File: config.mk
export PLATFORM = sky130hd
export DESIGN_NAME = iio_top
export DESIGN_NICKNAME = d
export VERILOG_FILES = /design/src/rtl/iio_pkg.sv /design/src/rtl/iio_top.sv
export SDC_FILE = /design/constraint.sdc
export NUM_CORES = 2
export LEC_CHECK = 0
export BUFFER_PORTS_ARGS = -buffer_cell sky130_fd_sc_hd__buf_2
export CORE_ASPECT_RATIO = 0.75
export CORE_MARGIN = 3
export CORE_UTILIZATION = 40
export CTS_CLUSTER_SIZE = 30
export DETAILED_ROUTE_END_ITERATION = 6
export GPL_ROUTABILITY_DRIVEN = 0
export PLACE_DENSITY = 0.55
export SYNTH_ARGS = -nofsm -noshare
export SYNTH_HDL_FRONTEND = slang
export SYNTH_SLANG_ARGS = --single-unit
File: constraint.sdc
create_clock -name CLK_I -period 10.9 [get_ports CLK_I]
set_input_delay 0 -clock CLK_I [delete_from_list [all_inputs] [get_ports CLK_I]]
set_output_delay 0 -clock CLK_I [all_outputs]
set_load 0.005 [all_outputs]
File: src/rtl/iio_pkg.sv
// Overview of operation
// - Eight isolated inputs are synchronised and their filtered state is readable.
// - Each input has its own filter enable and duration set by software.
// - An enabled filter holds the reported state until the new level persists.
// - Filter duration is N (2 to 65535) times 5 ms plus up to 5 ms.
// - A selected subset of inputs matching a preset pattern raises an interrupt.
// - Any monitored input changing state raises a change-of-state interrupt.
// - Each input has its own 16-bit up-counting event counter.
// - Each event counter adds one on every rising and every falling transition.
// - Counters keep up with inputs to 500 Hz with 1 ms phases while the input's filter is disabled.
// - Counter overflow or reaching a preset compare value raises an interrupt.
// - Two pulse outputs with 16-bit high and low periods in 100 ms steps.
// - Each period is count 1 to 65535 times 100 ms, exact to the clock cycle.
// - Eight software-controlled on/off outputs each drive one relay.
package iio_pkg;

   localparam int NCH          = 8;
   localparam int NPWM         = 2;
   localparam int CLK_HZ       = 50_000_000;
   localparam int FILT_STEP_MS = 5;
   localparam int PWM_STEP_MS  = 100;
   localparam int FILT_TICK_CYC = (CLK_HZ / 1000) * FILT_STEP_MS;
   localparam int PWM_TICK_CYC  = (CLK_HZ / 1000) * PWM_STEP_MS;

   localparam logic [15:0] FILT_MIN_N = 16'h0002;
   localparam logic [15:0] FILT_RST_N = 16'h0002;
   localparam logic [15:0] PWM_MIN_N  = 16'h0001;
   localparam logic [15:0] PWM_RST_N  = 16'h0001;
   localparam logic [15:0] CNT_MAX    = 16'hFFFF;

   localparam logic [7:0] OFS_DI_STATE = 8'h00;
   localparam logic [7:0] OFS_FILT_EN  = 8'h04;
   localparam logic [7:0] OFS_PAT_MASK = 8'h08;
   localparam logic [7:0] OFS_PAT_VAL  = 8'h0C;
   localparam logic [7:0] OFS_COS_EN   = 8'h10;
   localparam logic [7:0] OFS_RELAY    = 8'h14;
   localparam logic [7:0] OFS_INT_STAT = 8'h18;
   localparam logic [7:0] OFS_INT_MASK = 8'h1C;
   localparam logic [7:0] OFS_PWM_CTRL = 8'h20;
   localparam logic [7:0] OFS_PWM_A    = 8'h24;
   localparam logic [7:0] OFS_PWM_B    = 8'h28;
   // Per-channel banks: byte address bits 7:5 select the bank, bits 4:2 the channel.
   localparam logic [2:0] BANK_FILT_N  = 3'h2;
   localparam logic [2:0] BANK_EV_CMP  = 3'h3;
   localparam logic [2:0] BANK_EV_CNT  = 3'h4;

   localparam logic [1:0] RESP_OKAY   = 2'h0;
   localparam logic [1:0] RESP_SLVERR = 2'h2;

   typedef struct packed {
      logic [7:0] rsv_hi;
      logic [7:0] cmp;
      logic [7:0] ovf;
      logic [5:0] rsv_lo;
      logic       cos;
      logic       pat;
   } iio_irq_t;

   typedef struct packed {
      logic [15:0] low_n;
      logic [15:0] high_n;
   } iio_pwm_cfg_t;

   typedef enum logic [1:0] {
      PW_IDLE = 2'h0,
      PW_HIGH = 2'h1,
      PW_LOW  = 2'h3
   } iio_pwm_st_t;

endpackage

File: src/rtl/iio_top.sv
`timescale 1ns/1ps
module iio_top #(
   parameter int FILT_TICK_CYC = iio_pkg::FILT_TICK_CYC,
   parameter int PWM_TICK_CYC  = iio_pkg::PWM_TICK_CYC
) (
   input  wire logic        CLK_I,
   input  wire logic        RST_I,
   input  wire logic [7:0]  S_AXI_AWADDR_I,
   input  wire logic        S_AXI_AWVALID_I,
   output logic             S_AXI_AWREADY_O,
   input  wire logic [31:0] S_AXI_WDATA_I,
   input  wire logic [3:0]  S_AXI_WSTRB_I,
   input  wire logic        S_AXI_WVALID_I,
   output logic             S_AXI_WREADY_O,
   output logic [1:0]       S_AXI_BRESP_O,
   output logic             S_AXI_BVALID_O,
   input  wire logic        S_AXI_BREADY_I,
   input  wire logic [7:0]  S_AXI_ARADDR_I,
   input  wire logic        S_AXI_ARVALID_I,
   output logic             S_AXI_ARREADY_O,
   output logic [31:0]      S_AXI_RDATA_O,
   output logic [1:0]       S_AXI_RRESP_O,
   output logic             S_AXI_RVALID_O,
   input  wire logic        S_AXI_RREADY_I,
   input  wire logic [7:0]  ISO_IN_I,
   output logic [7:0]       RELAY_O,
   output logic             PULSE_OUT_A_O,
   output logic             PULSE_OUT_B_O,
   output logic             IRQ_O
);

   localparam logic [31:0] FTICK_LAST = 32'(FILT_TICK_CYC - 1);
   localparam logic [31:0] PTICK_LAST = 32'(PWM_TICK_CYC - 1);

   function automatic logic [31:0] merge_strb(input logic [31:0] old_v, input logic [31:0] new_v,
                                              input logic [3:0] strb);
      logic [31:0] r;
      r = old_v;
      for (int b = 0; b < 4; b++) begin
         if (strb[b]) begin
            r[8*b +: 8] = new_v[8*b +: 8];
         end
      end
      return r;
   endfunction

   function automatic logic [15:0] at_least(input logic [15:0] n, input logic [15:0] lo);
      return (n < lo) ? lo : n;
   endfunction

   logic [7:0]               sync1_q;
   logic [7:0]               sync2_q;
   logic [7:0]               di_q;
   logic [7:0]               di_d;
   logic [16:0]              fcnt_q [iio_pkg::NCH];
   logic [16:0]              fcnt_d [iio_pkg::NCH];
   logic [31:0]              fpre_q;
   logic [31:0]              fpre_d;
   logic                     ftick;
   logic [15:0]              fdur_q [iio_pkg::NCH];
   logic [15:0]              fdur_d [iio_pkg::NCH];
   logic [15:0]              ecmp_q [iio_pkg::NCH];
   logic [15:0]              ecmp_d [iio_pkg::NCH];
   logic [15:0]              ecnt_q [iio_pkg::NCH];
   logic [15:0]              ecnt_d [iio_pkg::NCH];
   logic [7:0]               fen_q;
   logic [7:0]               fen_d;
   logic [7:0]               pmask_q;
   logic [7:0]               pmask_d;
   logic [7:0]               pval_q;
   logic [7:0]               pval_d;
   logic [7:0]               cos_en_q;
   logic [7:0]               cos_en_d;
   logic [7:0]               relay_q;
   logic [7:0]               relay_d;
   logic                     match_q;
   logic                     match_d;
   iio_pkg::iio_irq_t        st_q;
   iio_pkg::iio_irq_t        st_d;
   iio_pkg::iio_irq_t        ien_q;
   iio_pkg::iio_irq_t        ien_d;
   iio_pkg::iio_irq_t        ev;
   logic [1:0]               pwm_en_q;
   logic [1:0]               pwm_en_d;
   iio_pkg::iio_pwm_cfg_t    pcfg_q [iio_pkg::NPWM];
   iio_pkg::iio_pwm_cfg_t    pcfg_d [iio_pkg::NPWM];
   iio_pkg::iio_pwm_st_t     pst_q [iio_pkg::NPWM];
   iio_pkg::iio_pwm_st_t     pst_d [iio_pkg::NPWM];
   logic [15:0]              pcnt_q [iio_pkg::NPWM];
   logic [15:0]              pcnt_d [iio_pkg::NPWM];
   logic [31:0]              ppre_q [iio_pkg::NPWM];
   logic [31:0]              ppre_d [iio_pkg::NPWM];
   logic [1:0]               pout_q;
   logic [1:0]               pout_d;
   logic                     bvalid_q;
   logic                     bvalid_d;
   logic [1:0]               bresp_q;
   logic [1:0]               bresp_d;
   logic                     rvalid_q;
   logic                     rvalid_d;
   logic [1:0]               rresp_q;
   logic [1:0]               rresp_d;
   logic [31:0]              rdata_q;
   logic [31:0]              rdata_d;
   logic                     wr_hs;
   logic                     rd_hs;
   logic [7:0]               wa;
   logic [7:0]               ra;
   logic [7:0]               chg;

   // Write address and data are taken together; a pending response blocks the next write.
   assign wr_hs           = S_AXI_AWVALID_I & S_AXI_WVALID_I & ~bvalid_q;
   assign rd_hs           = S_AXI_ARVALID_I & ~rvalid_q;
   assign S_AXI_AWREADY_O = wr_hs;
   assign S_AXI_WREADY_O  = wr_hs;
   assign S_AXI_ARREADY_O = ~rvalid_q;
   assign S_AXI_BVALID_O  = bvalid_q;
   assign S_AXI_BRESP_O   = bresp_q;
   assign S_AXI_RVALID_O  = rvalid_q;
   assign S_AXI_RRESP_O   = rresp_q;
   assign S_AXI_RDATA_O   = rdata_q;
   assign wa              = {S_AXI_AWADDR_I[7:2], 2'h0};
   assign ra              = {S_AXI_ARADDR_I[7:2], 2'h0};
   assign RELAY_O         = relay_q;
   assign PULSE_OUT_A_O   = pout_q[0];
   assign PULSE_OUT_B_O   = pout_q[1];
   assign IRQ_O           = |(st_q & ien_q);
   assign ftick           = (fpre_q == FTICK_LAST);

   // Input filters and the 5 ms prescaler.
   always_comb begin
      fpre_d = ftick ? '0 : fpre_q + 32'h1;
      for (int c = 0; c < iio_pkg::NCH; c++) begin
         fcnt_d[c] = '0;
         di_d[c]   = di_q[c];
         if (!fen_q[c]) begin
            di_d[c] = sync2_q[c];
         end else if (sync2_q[c] != di_q[c]) begin
            // The level must survive N+1 prescaler ticks, the first of them possibly partial, before it is reported.
            if (fcnt_q[c] >= {1'b0, at_least(fdur_q[c], iio_pkg::FILT_MIN_N)} + 17'h1) begin
               di_d[c] = sync2_q[c];
            end else begin
               fcnt_d[c] = fcnt_q[c] + {16'h0, ftick};
            end
         end
      end
   end

   // Event detection, counters and software-visible registers.
   always_comb begin
      chg     = di_d ^ di_q;
      match_d = (pmask_q != '0) && (((di_d ^ pval_q) & pmask_q) == '0);
      ev      = '0;
      ev.pat  = match_d & ~match_q;
      ev.cos  = |(chg & cos_en_q);
      fen_d    = fen_q;
      pmask_d  = pmask_q;
      pval_d   = pval_q;
      cos_en_d = cos_en_q;
      relay_d  = relay_q;
      ien_d    = ien_q;
      pwm_en_d = pwm_en_q;
      pcfg_d   = pcfg_q;
      fdur_d   = fdur_q;
      ecmp_d   = ecmp_q;
      for (int c = 0; c < iio_pkg::NCH; c++) begin
         ecnt_d[c] = ecnt_q[c];
         if (chg[c]) begin
            ecnt_d[c]  = ecnt_q[c] + 16'h1;
            ev.ovf[c]  = (ecnt_q[c] == iio_pkg::CNT_MAX);
            ev.cmp[c]  = (ecnt_q[c] + 16'h1 == ecmp_q[c]);
         end
      end
      st_d     = st_q;
      bvalid_d = bvalid_q & ~S_AXI_BREADY_I;
      bresp_d  = bresp_q;
      if (wr_hs) begin
         bvalid_d = 1'b1;
         bresp_d  = iio_pkg::RESP_OKAY;
         case (wa)
            iio_pkg::OFS_FILT_EN:  fen_d    = 8'(merge_strb({24'h0, fen_q}, S_AXI_WDATA_I, S_AXI_WSTRB_I));
            iio_pkg::OFS_PAT_MASK: pmask_d  = 8'(merge_strb({24'h0, pmask_q}, S_AXI_WDATA_I, S_AXI_WSTRB_I));
            iio_pkg::OFS_PAT_VAL:  pval_d   = 8'(merge_strb({24'h0, pval_q}, S_AXI_WDATA_I, S_AXI_WSTRB_I));
            iio_pkg::OFS_COS_EN:   cos_en_d = 8'(merge_strb({24'h0, cos_en_q}, S_AXI_WDATA_I, S_AXI_WSTRB_I));
            iio_pkg::OFS_RELAY:    relay_d  = 8'(merge_strb({24'h0, relay_q}, S_AXI_WDATA_I, S_AXI_WSTRB_I));
            iio_pkg::OFS_INT_STAT: st_d     = st_q & ~merge_strb('0, S_AXI_WDATA_I, S_AXI_WSTRB_I);
            iio_pkg::OFS_INT_MASK: ien_d    = merge_strb(ien_q, S_AXI_WDATA_I, S_AXI_WSTRB_I);
            iio_pkg::OFS_PWM_CTRL: pwm_en_d = 2'(merge_strb({30'h0, pwm_en_q}, S_AXI_WDATA_I, S_AXI_WSTRB_I));
            iio_pkg::OFS_PWM_A:    pcfg_d[0] = merge_strb(pcfg_q[0], S_AXI_WDATA_I, S_AXI_WSTRB_I);
            iio_pkg::OFS_PWM_B:    pcfg_d[1] = merge_strb(pcfg_q[1], S_AXI_WDATA_I, S_AXI_WSTRB_I);
            default: begin
               case (wa[7:5])
                  iio_pkg::BANK_FILT_N:
                     fdur_d[wa[4:2]] = 16'(merge_strb({16'h0, fdur_q[wa[4:2]]}, S_AXI_WDATA_I, S_AXI_WSTRB_I));
                  iio_pkg::BANK_EV_CMP:
                     ecmp_d[wa[4:2]] = 16'(merge_strb({16'h0, ecmp_q[wa[4:2]]}, S_AXI_WDATA_I, S_AXI_WSTRB_I));
                  // Any write to a counter word clears that counter.
                  iio_pkg::BANK_EV_CNT:
                     ecnt_d[wa[4:2]] = '0;
                  default:
                     bresp_d = iio_pkg::RESP_SLVERR;
               endcase
            end
         endcase
      end
      st_d     = st_d | ev;
      st_d.rsv_hi = '0;
      st_d.rsv_lo = '0;
      ien_d.rsv_hi = '0;
      ien_d.rsv_lo = '0;
      rvalid_d = rvalid_q & ~S_AXI_RREADY_I;
      rresp_d  = rresp_q;
      rdata_d  = rdata_q;
      if (rd_hs) begin
         rvalid_d = 1'b1;
         rresp_d  = iio_pkg::RESP_OKAY;
         rdata_d  = '0;
         case (ra)
            iio_pkg::OFS_DI_STATE: rdata_d = {24'h0, di_q};
            iio_pkg::OFS_FILT_EN:  rdata_d = {24'h0, fen_q};
            iio_pkg::OFS_PAT_MASK: rdata_d = {24'h0, pmask_q};
            iio_pkg::OFS_PAT_VAL:  rdata_d = {24'h0, pval_q};
            iio_pkg::OFS_COS_EN:   rdata_d = {24'h0, cos_en_q};
            iio_pkg::OFS_RELAY:    rdata_d = {24'h0, relay_q};
            iio_pkg::OFS_INT_STAT: rdata_d = st_q;
            iio_pkg::OFS_INT_MASK: rdata_d = ien_q;
            iio_pkg::OFS_PWM_CTRL: rdata_d = {30'h0, pwm_en_q};
            iio_pkg::OFS_PWM_A:    rdata_d = pcfg_q[0];
            iio_pkg::OFS_PWM_B:    rdata_d = pcfg_q[1];
            default: begin
               case (ra[7:5])
                  iio_pkg::BANK_FILT_N: rdata_d = {16'h0, fdur_q[ra[4:2]]};
                  iio_pkg::BANK_EV_CMP: rdata_d = {16'h0, ecmp_q[ra[4:2]]};
                  iio_pkg::BANK_EV_CNT: rdata_d = {16'h0, ecnt_q[ra[4:2]]};
                  default:              rresp_d = iio_pkg::RESP_SLVERR;
               endcase
            end
         endcase
      end
   end

   // Pulse generators; each restarts its own 100 ms prescaler when enabled.
   always_comb begin
      for (int p = 0; p < iio_pkg::NPWM; p++) begin
         pst_d[p]  = pst_q[p];
         pcnt_d[p] = pcnt_q[p];
         ppre_d[p] = '0;
         if (!pwm_en_q[p]) begin
            pst_d[p]  = iio_pkg::PW_IDLE;
            pcnt_d[p] = '0;
         end else begin
            case (pst_q[p])
               iio_pkg::PW_IDLE: begin
                  pst_d[p]  = iio_pkg::PW_HIGH;
                  pcnt_d[p] = '0;
               end
               iio_pkg::PW_HIGH, iio_pkg::PW_LOW: begin
                  ppre_d[p] = (ppre_q[p] == PTICK_LAST) ? '0 : ppre_q[p] + 32'h1;
                  if (ppre_q[p] == PTICK_LAST) begin
                     pcnt_d[p] = pcnt_q[p] + 16'h1;
                     if (pst_q[p] == iio_pkg::PW_HIGH &&
                         pcnt_q[p] + 16'h1 >= at_least(pcfg_q[p].high_n, iio_pkg::PWM_MIN_N)) begin
                        pst_d[p]  = iio_pkg::PW_LOW;
                        pcnt_d[p] = '0;
                     end else if (pst_q[p] == iio_pkg::PW_LOW &&
                         pcnt_q[p] + 16'h1 >= at_least(pcfg_q[p].low_n, iio_pkg::PWM_MIN_N)) begin
                        pst_d[p]  = iio_pkg::PW_HIGH;
                        pcnt_d[p] = '0;
                     end
                  end
               end
               default: pst_d[p] = iio_pkg::PW_IDLE;
            endcase
         end
         pout_d[p] = (pst_d[p] == iio_pkg::PW_HIGH);
      end
   end

   always_ff @(posedge CLK_I) begin
      if (RST_I) begin
         sync1_q  <= '0;
         sync2_q  <= '0;
         di_q     <= '0;
         fpre_q   <= '0;
         fen_q    <= '0;
         pmask_q  <= '0;
         pval_q   <= '0;
         cos_en_q <= '0;
         relay_q  <= '0;
         match_q  <= 1'b0;
         st_q     <= '0;
         ien_q    <= '0;
         pwm_en_q <= '0;
         pout_q   <= '0;
         bvalid_q <= 1'b0;
         bresp_q  <= iio_pkg::RESP_OKAY;
         rvalid_q <= 1'b0;
         rresp_q  <= iio_pkg::RESP_OKAY;
         rdata_q  <= '0;
         for (int c = 0; c < iio_pkg::NCH; c++) begin
            fcnt_q[c] <= '0;
            fdur_q[c] <= iio_pkg::FILT_RST_N;
            ecmp_q[c] <= '0;
            ecnt_q[c] <= '0;
         end
         for (int p = 0; p < iio_pkg::NPWM; p++) begin
            pcfg_q[p] <= '{low_n: iio_pkg::PWM_RST_N, high_n: iio_pkg::PWM_RST_N};
            pst_q[p]  <= iio_pkg::PW_IDLE;
            pcnt_q[p] <= '0;
            ppre_q[p] <= '0;
         end
      end else begin
         sync1_q  <= ISO_IN_I;
         sync2_q  <= sync1_q;
         di_q     <= di_d;
         fpre_q   <= fpre_d;
         fen_q    <= fen_d;
         pmask_q  <= pmask_d;
         pval_q   <= pval_d;
         cos_en_q <= cos_en_d;
         relay_q  <= relay_d;
         match_q  <= match_d;
         st_q     <= st_d;
         ien_q    <= ien_d;
         pwm_en_q <= pwm_en_d;
         pout_q   <= pout_d;
         bvalid_q <= bvalid_d;
         bresp_q  <= bresp_d;
         rvalid_q <= rvalid_d;
         rresp_q  <= rresp_d;
         rdata_q  <= rdata_d;
         fcnt_q   <= fcnt_d;
         fdur_q   <= fdur_d;
         ecmp_q   <= ecmp_d;
         ecnt_q   <= ecnt_d;
         pcfg_q   <= pcfg_d;
         pst_q    <= pst_d;
         pcnt_q   <= pcnt_d;
         ppre_q   <= ppre_d;
      end
   end

endmodule // iio_top

# [Word-level counts from Yosys, hierarchy flattened]
# Index checks and enable logic that the tools add are counted.
# Widths: inputs -> output; s select.
[totals] output_inout_bits=52 register_bits=879
[classes] n_mux=135 bitwise_logic=44 n_addsub=29 magnitude_cmp=27 eq_ne=61 reduce_logical=55
[op_table] op="$mux 16" n=37
[op_table] op="$mux 128" n=3
[op_table] op="$pmux 32 s11" n=1
[op_table] op="$bwmux 128" n=2
[op_table] op="$bmux 16 s3" n=5
[op_table] op="$mux 8" n=25
[op_table] op="$add 16x1->16 const B" n=10
[op_table] op="$add 16x1->17 const B" n=8
[op_table] op="$add 17x1->17" n=8
[op_table] op="$ge 17x17->1" n=8
[op_table] op="$and 128x128->128" n=1
[op_table] op="$eq 16x16->1" n=8
[op_table] op="$eq 16x16->1 const B" n=8
[op_table] op="$lt 16x2->1 const B" n=8
[op_table] op="$not 128->128" n=1
[op_table] op="$add 32x1->32 const B" n=3
[op_table] op="$eq 32x23->1 const B" n=2
[op_table] op="$ge 16x16->1" n=4
[op_table] op="$lt 16x1->1 const B" n=4
[op_table] op="$pmux 16 s2" n=2
[op_table] op="$reduce_and 3->1" n=19
[op_table] op="$demux 16 s3" n=1
[op_table] op="$eq 6x3->1 const B" n=8
[op_table] op="$mux 24" n=2
[op_table] op="38 further kinds" n=173

# [Depth between registers and ports, before layout]
[depth] depth_word=13 depth_mapped=21 depth_no_buf=19

# [Least setup slack after synthesis]
# No wires, ideal clock.
[synth_timing] kind="register -> register" start="reg fdur_q[82] in the netlist's numbering" end="reg st_q[0] in the netlist's numbering" synth_period_minus_slack_ns=4.145 path_stages_with_launch=19 setup_ns=0.101 path_slack_ns=6.755 arrival_ns=4.044 path_cell_list="dfxtp_1 clkbuf_1 and3_1 and2_1 and4_1 nand2_1 or2_2 nor2_1 nand3_1 xor2_1 ha_1 nand4_1 or4_1 o221ai_1 mux2i_1 xnor2_1 a211oi_1 o211ai_1 o41ai_1"
[synth_via] elab_chain_cells=13
[synth_rtl] element="from (decl)" line_no="iio_top.sv:60" rtl="logic [15:0] fdur_q [iio_pkg::NCH];"
[synth_rtl] element="from (signal, indexed assignment)" line_no="iio_top.sv:302" rtl="fdur_q[c] <= iio_pkg::FILT_RST_N;"
[synth_rtl] element="from (signal assigned)" line_no="iio_top.sv:333" rtl="fdur_q <= fdur_d;"
[synth_rtl] element="$lt 16x2->1" line_no="iio_top.sv:48" rtl="return (n < lo) ? lo : n;"
[synth_rtl] element="$mux 16 *" line_no="iio_top.sv:48"
[synth_rtl] element="$add 16x1->17 *" line_no="iio_top.sv:140" rtl="if (fcnt_q[c] >= {1'b0, at_least(fdur_q[c], iio_pkg::FILT_MIN_N)} + 17'h1) begin"
[synth_rtl] element="$ge 17x17->1 *" line_no="iio_top.sv:140"
[synth_rtl] element="$mux 1 *" line_no="iio_top.sv:140"
[synth_rtl] element="$mux 1 *" line_no="iio_top.sv:138" rtl="end else if (sync2_q[c] != di_q[c]) begin"
[synth_rtl] element="$mux 1 *" line_no="iio_top.sv:136" rtl="if (!fen_q[c]) begin"
[synth_rtl] element="$xor 8x8->8 *" line_no="iio_top.sv:152" rtl="match_d = (pmask_q != '0) && (((di_d ^ pval_q) & pmask_q) == '0);"
[synth_rtl] element="$and 8x8->8 *" line_no="iio_top.sv:152"
[synth_rtl] element="$logic_not 8->1 *" line_no="iio_top.sv:152"
[synth_rtl] element="$logic_and 1x1->1 *" line_no="iio_top.sv:152"
[synth_rtl] element="$and 1x1->1 *" line_no="iio_top.sv:154" rtl="ev.pat = match_d & ~match_q;"
[synth_rtl] element="$or 24x24->24 *" line_no="iio_top.sv:206" rtl="st_d = st_d | ev;"
[synth_rtl] element="to (signal assigned)" line_no="iio_top.sv:323" rtl="st_q <= st_d;"
[synth_rtl] element="to (decl)" line_no="iio_top.sv:78" rtl="iio_pkg::iio_irq_t st_q;"
# Mark *: on every way between the ends. The rest lies on a longest branch, timed or not.
# A chain may end at the register's enable or synchronous reset.

# [Worst setup path in the final report]
[layout_timing] start="reg fdur_q[83] in the netlist's numbering" end="reg st_q[1] in the netlist's numbering"
[layout_via] elab_chain_cells=11
[layout_rtl] element="$lt 16x2->1" line_no="iio_top.sv:48"
[layout_rtl] element="$mux 16 *" line_no="iio_top.sv:48"
[layout_rtl] element="$add 16x1->17 *" line_no="iio_top.sv:140"
[layout_rtl] element="$ge 17x17->1 *" line_no="iio_top.sv:140"
[layout_rtl] element="$mux 1 *" line_no="iio_top.sv:140"
[layout_rtl] element="$mux 1 *" line_no="iio_top.sv:138"
[layout_rtl] element="$mux 1 *" line_no="iio_top.sv:136"
[layout_rtl] element="$xor 8x8->8 *" line_no="iio_top.sv:151" rtl="chg = di_d ^ di_q;"
[layout_rtl] element="$and 8x8->8 *" line_no="iio_top.sv:155" rtl="ev.cos = |(chg & cos_en_q);"
[layout_rtl] element="$reduce_or 8->1 *" line_no="iio_top.sv:155"
[layout_rtl] element="$or 24x24->24 *" line_no="iio_top.sv:206"
# Marks and branches as above.

==> impl_metrics.csv <==
group,metric,value,unit
routing,drcViolationCount,4,
critical_path,crit_family,"simple AND/OR/NAND/NOR gates",
routing,drtPass1Iterations,7,
critical_path,cp_data_required_time,11.53,ns
critical_path,crit_type,"flop to flop",
timing,max_freq,198.3,MHz
routing,wl_met1,81760,um
yosys,synth_seq_cells,857,
grt,grt_pass1_wl,264300,um
critical_path,crit_buf_inv,1,
timing,finalCritPeriodShare,46.27,%
grt,grt_max_degree,148,
clocking,cts_buffers,92,
clocking,clkTransAtPathRegs,0.06,ns
critical_path,worst_path_max_delay_cell,"and2_0",
min_path,hold_path.class,"input pin to flop",
power_and_ir_drop,p_leak,20.49,nW
power_and_ir_drop,peakVddDrop,126.6,uV
yosys,syn_inst,5984,
final_layout,drive_gt1_share,8.876,%
floorplanning,dieArea,130600,um^2
clocking,clockBufferDepth,3,
final_layout,seqCellArea,17160,um^2
clocking,cts_tree,"done",
clocking,post_cts_resized,0,
clocking,cts.sink_count,857,
yosys,avgSynthCellArea,8.437,um^2
final_layout,multi_input_area,31410,um^2
timing,fin_worst_skew,0.02152,ns
run_status,status,"complete, but fails checks",
floorplanning,die_h,313.7,um
yosys,synthesis.area,50490,um^2
timing,worstMarginPinSlew,1.432,ns
timing,hold_slack,0.04305,ns
grt,grt_usage,26.54,%
clocking,post_cts_buffers,0,
yosys,ys_seq_area_share,33.98,%
final_layout,final_common_cell,"dfxtp_1",
routing,met2_length,71050,um
timing,setup_viol,0,
critical_path,crit_path_end_kind,"flop",
routing,maxUsedRoutingLayer,"met5",
final_layout,fillCellCount,12270,
yosys,synth_area_leader_cell,"dfxtp_1",
clocking,clock_latency,0.72,ns
yosys,ys.flop_type,"dfxtp_1",
routing,vias_per_cell,5.800,
final_layout,fin_nets,6271,
critical_path,critPathMaxFanout,8,
routing,first_iter_violations,5443,
routing,vias,44640,
grt,grt_overflow,0,
critical_path,path_cells,"and3_1 -> and2_1 -> and4_1 -> nand2_1 -> or2_2 -> nor2_1 -> nand3_1 -> xor2_1 -> ha_1 -> nand4_1 -> or4_1 -> o221ai_1 -> and2_0 -> buf_4 -> a222oi_1 -> o21ai_0 -> a21oi_1 -> a31oi_1",
clocking,cts_hold_buf,60,
final_layout,layout_common_cells,"dfxtp_1 (857), nor2_1 (829), nand2_1 (823), xor2_1 (355), a21oi_1 (318)",
grt,grt_pass1_vias,40330,
critical_path,start_kind,"flop",
routing,wl_met3,18050,um
yosys,synth_cell_type_count,92,
floorplanning,die_x,416.2,um
grt,grt_antenna_before_repair,12,
floorplanning,num_rows,112,
routing,wl_per_cell,23.12,um
yosys,yosysWarnings,0,
timing,tns,0,ns
clocking,htreeDepth,3,
final_layout,area_growth,10.93,%
timing,relSlewSlack,3.831,%
timing,period_minus_slack,5.044,ns
clocking,cts_root_buffer,"clkbuf_16",
yosys,async_reset_ff_share,0,%
yosys,netlist.area_leader.share,33.98,%
floorplanning,io_pins,119,
power_and_ir_drop,p_total,6.950,mW
floorplanning,core_area,124900,um^2
timing,slew_violations,0,
timing,rsz0062_at_grt,"no",
routing,wirelength,177900,um
placement,hpwl,131000,um
routing,detail-route-antenna-nets,0,
floorplanning,start_util,40.43,%
critical_path,crit_arrival,5.67,ns
flow_run,drv_cap,0,
yosys,synthTopCellsByArea,"dfxtp_1 (34%), mux4_2 (7.4%), nor2_1 (6.2%), xor2_1 (6.2%), nand2_1 (6.1%)",
timing,hold_viol,0,
critical_path,max_stage_delay,0.68,ns
placement,numPortBuffers,112,
run_status,violations,"DRC",
yosys,synth_edf_count,0,
power_and_ir_drop,p_per_area,124.1,nW/um^2
final_layout,final_util,44.85,%
-- tightest hold or removal path: stages --
cell and delay (ns):
dlygate4sd3_1 0.52, buf_2 0.09, nor2b_1 0.10
-- cell usage after synthesis, types with 9 or more instances --
library cell / instances
nand4_1: 100
and3_1: 130
nor4_1: 75
nor3_1: 121
o2111ai_1: 10
a222oi_1: 13
o22ai_1: 13
inv_1: 154
dfxtp_1: 857
clkbuf_1: 234
a21oi_1: 318
a211oi_1: 35
o211ai_1: 19
and4_1: 20
buf_2: 56
ha_1: 237
a22oi_1: 18
a31oi_1: 53
mux2i_1: 238
or3_1: 28
nand2_1: 824
o21ai_0: 81
nor2_1: 832
a311oi_1: 13
a21o_1: 33
xor2_1: 355
a2111oi_0: 9
buf_4: 10
nand3_1: 302
buf_1: 28
nand3b_1: 9
and2_1: 23
nor2b_1: 53
a221o_1: 10
or2_2: 14
a221oi_1: 26
mux4_2: 166
xnor2_1: 274
nand2b_1: 46
-- final timing paths --
| kind | start | to | slack, ns | cells past startpoint |
|---|---|---|---|---|
| worst max register to register | fdur_q[83] | st_q[1] | 5.86 | 18 |
| worst max-delay path | fdur_q[83] | st_q[1] | 5.86 | 18 |
| worst min register to register | match_q | st_q[0] | 0.41 | 1 |
| worst min-delay path | ISO_IN_I[3] | sync1_q[3] | 0.04 | 3 |
-- per-layer routing --
layer | track usage [%] | up-vias
li1 | - | 20900
met4 | 9.519 | 4
met2 | 37.22 | 2014
met5 | 0.7369 | -
met1 | 39.42 | 21410
met3 | 5.865 | 321
-- cell families after synthesis --
kind of cell	synth area share (%)
compound gates	9.088
fa+ha+maj	5.874
flops	33.98
xor+xnor	10.91
mux	12.27
simple gates	23.81
other cells	0.007428
buf+inv	4.057
-- through the flow --
| stage | area (um^2) | instances | setup slack [ns] |
|---|---|---|---|
| after floorplan | 50490 | 5985 | 6.755 |
| after global placement | 52200 | 7464 | 5.975 |
| after detailed placement | 52200 | 7464 | 5.963 |
| after CTS | 55980 | 7690 | 5.942 |
| after global routing | 56000 | 7694 | 5.400 |
| final | 56000 | 7697 | 5.856 |
-- where the power goes --
group / internal [mW] / switching, mW / leakage [nW]
logic: 0.114 / 0.274 / 12.0
registers: 3.15 / 0.0210 / 6.91
clock network: 2.00 / 1.39 / 1.58
total: 5.26 / 1.69 / 20.5
-- sequential cells by signal, summed over array words and instances (netlist names), 18 cells and up --
| signal | cells |
|---|---|
| pcnt_q | 32 |
| S_AXI_RDATA_O | 32 |
| ppre_q | 64 |
| st_q | 18 |
| ecnt_q | 128 |
| ecmp_q | 128 |
| fcnt_q | 136 |
| fpre_q | 32 |
| ien_q | 18 |
| fdur_q | 128 |
| pcfg_q | 64 |
-- layout make-up --
cell class                 instances  share of cell area, %
inverter                         156                  1.046
sequential                       857                  30.63
multi-input combinational       4635                  56.08
tap                             1653                  3.693
timing repair buffer             225                  2.840
clock inverter                    36                 0.8870
clock buffer                     130                  4.801
antenna                            5                0.02234
No activity file was read; power rests on OpenSTA's default activity.
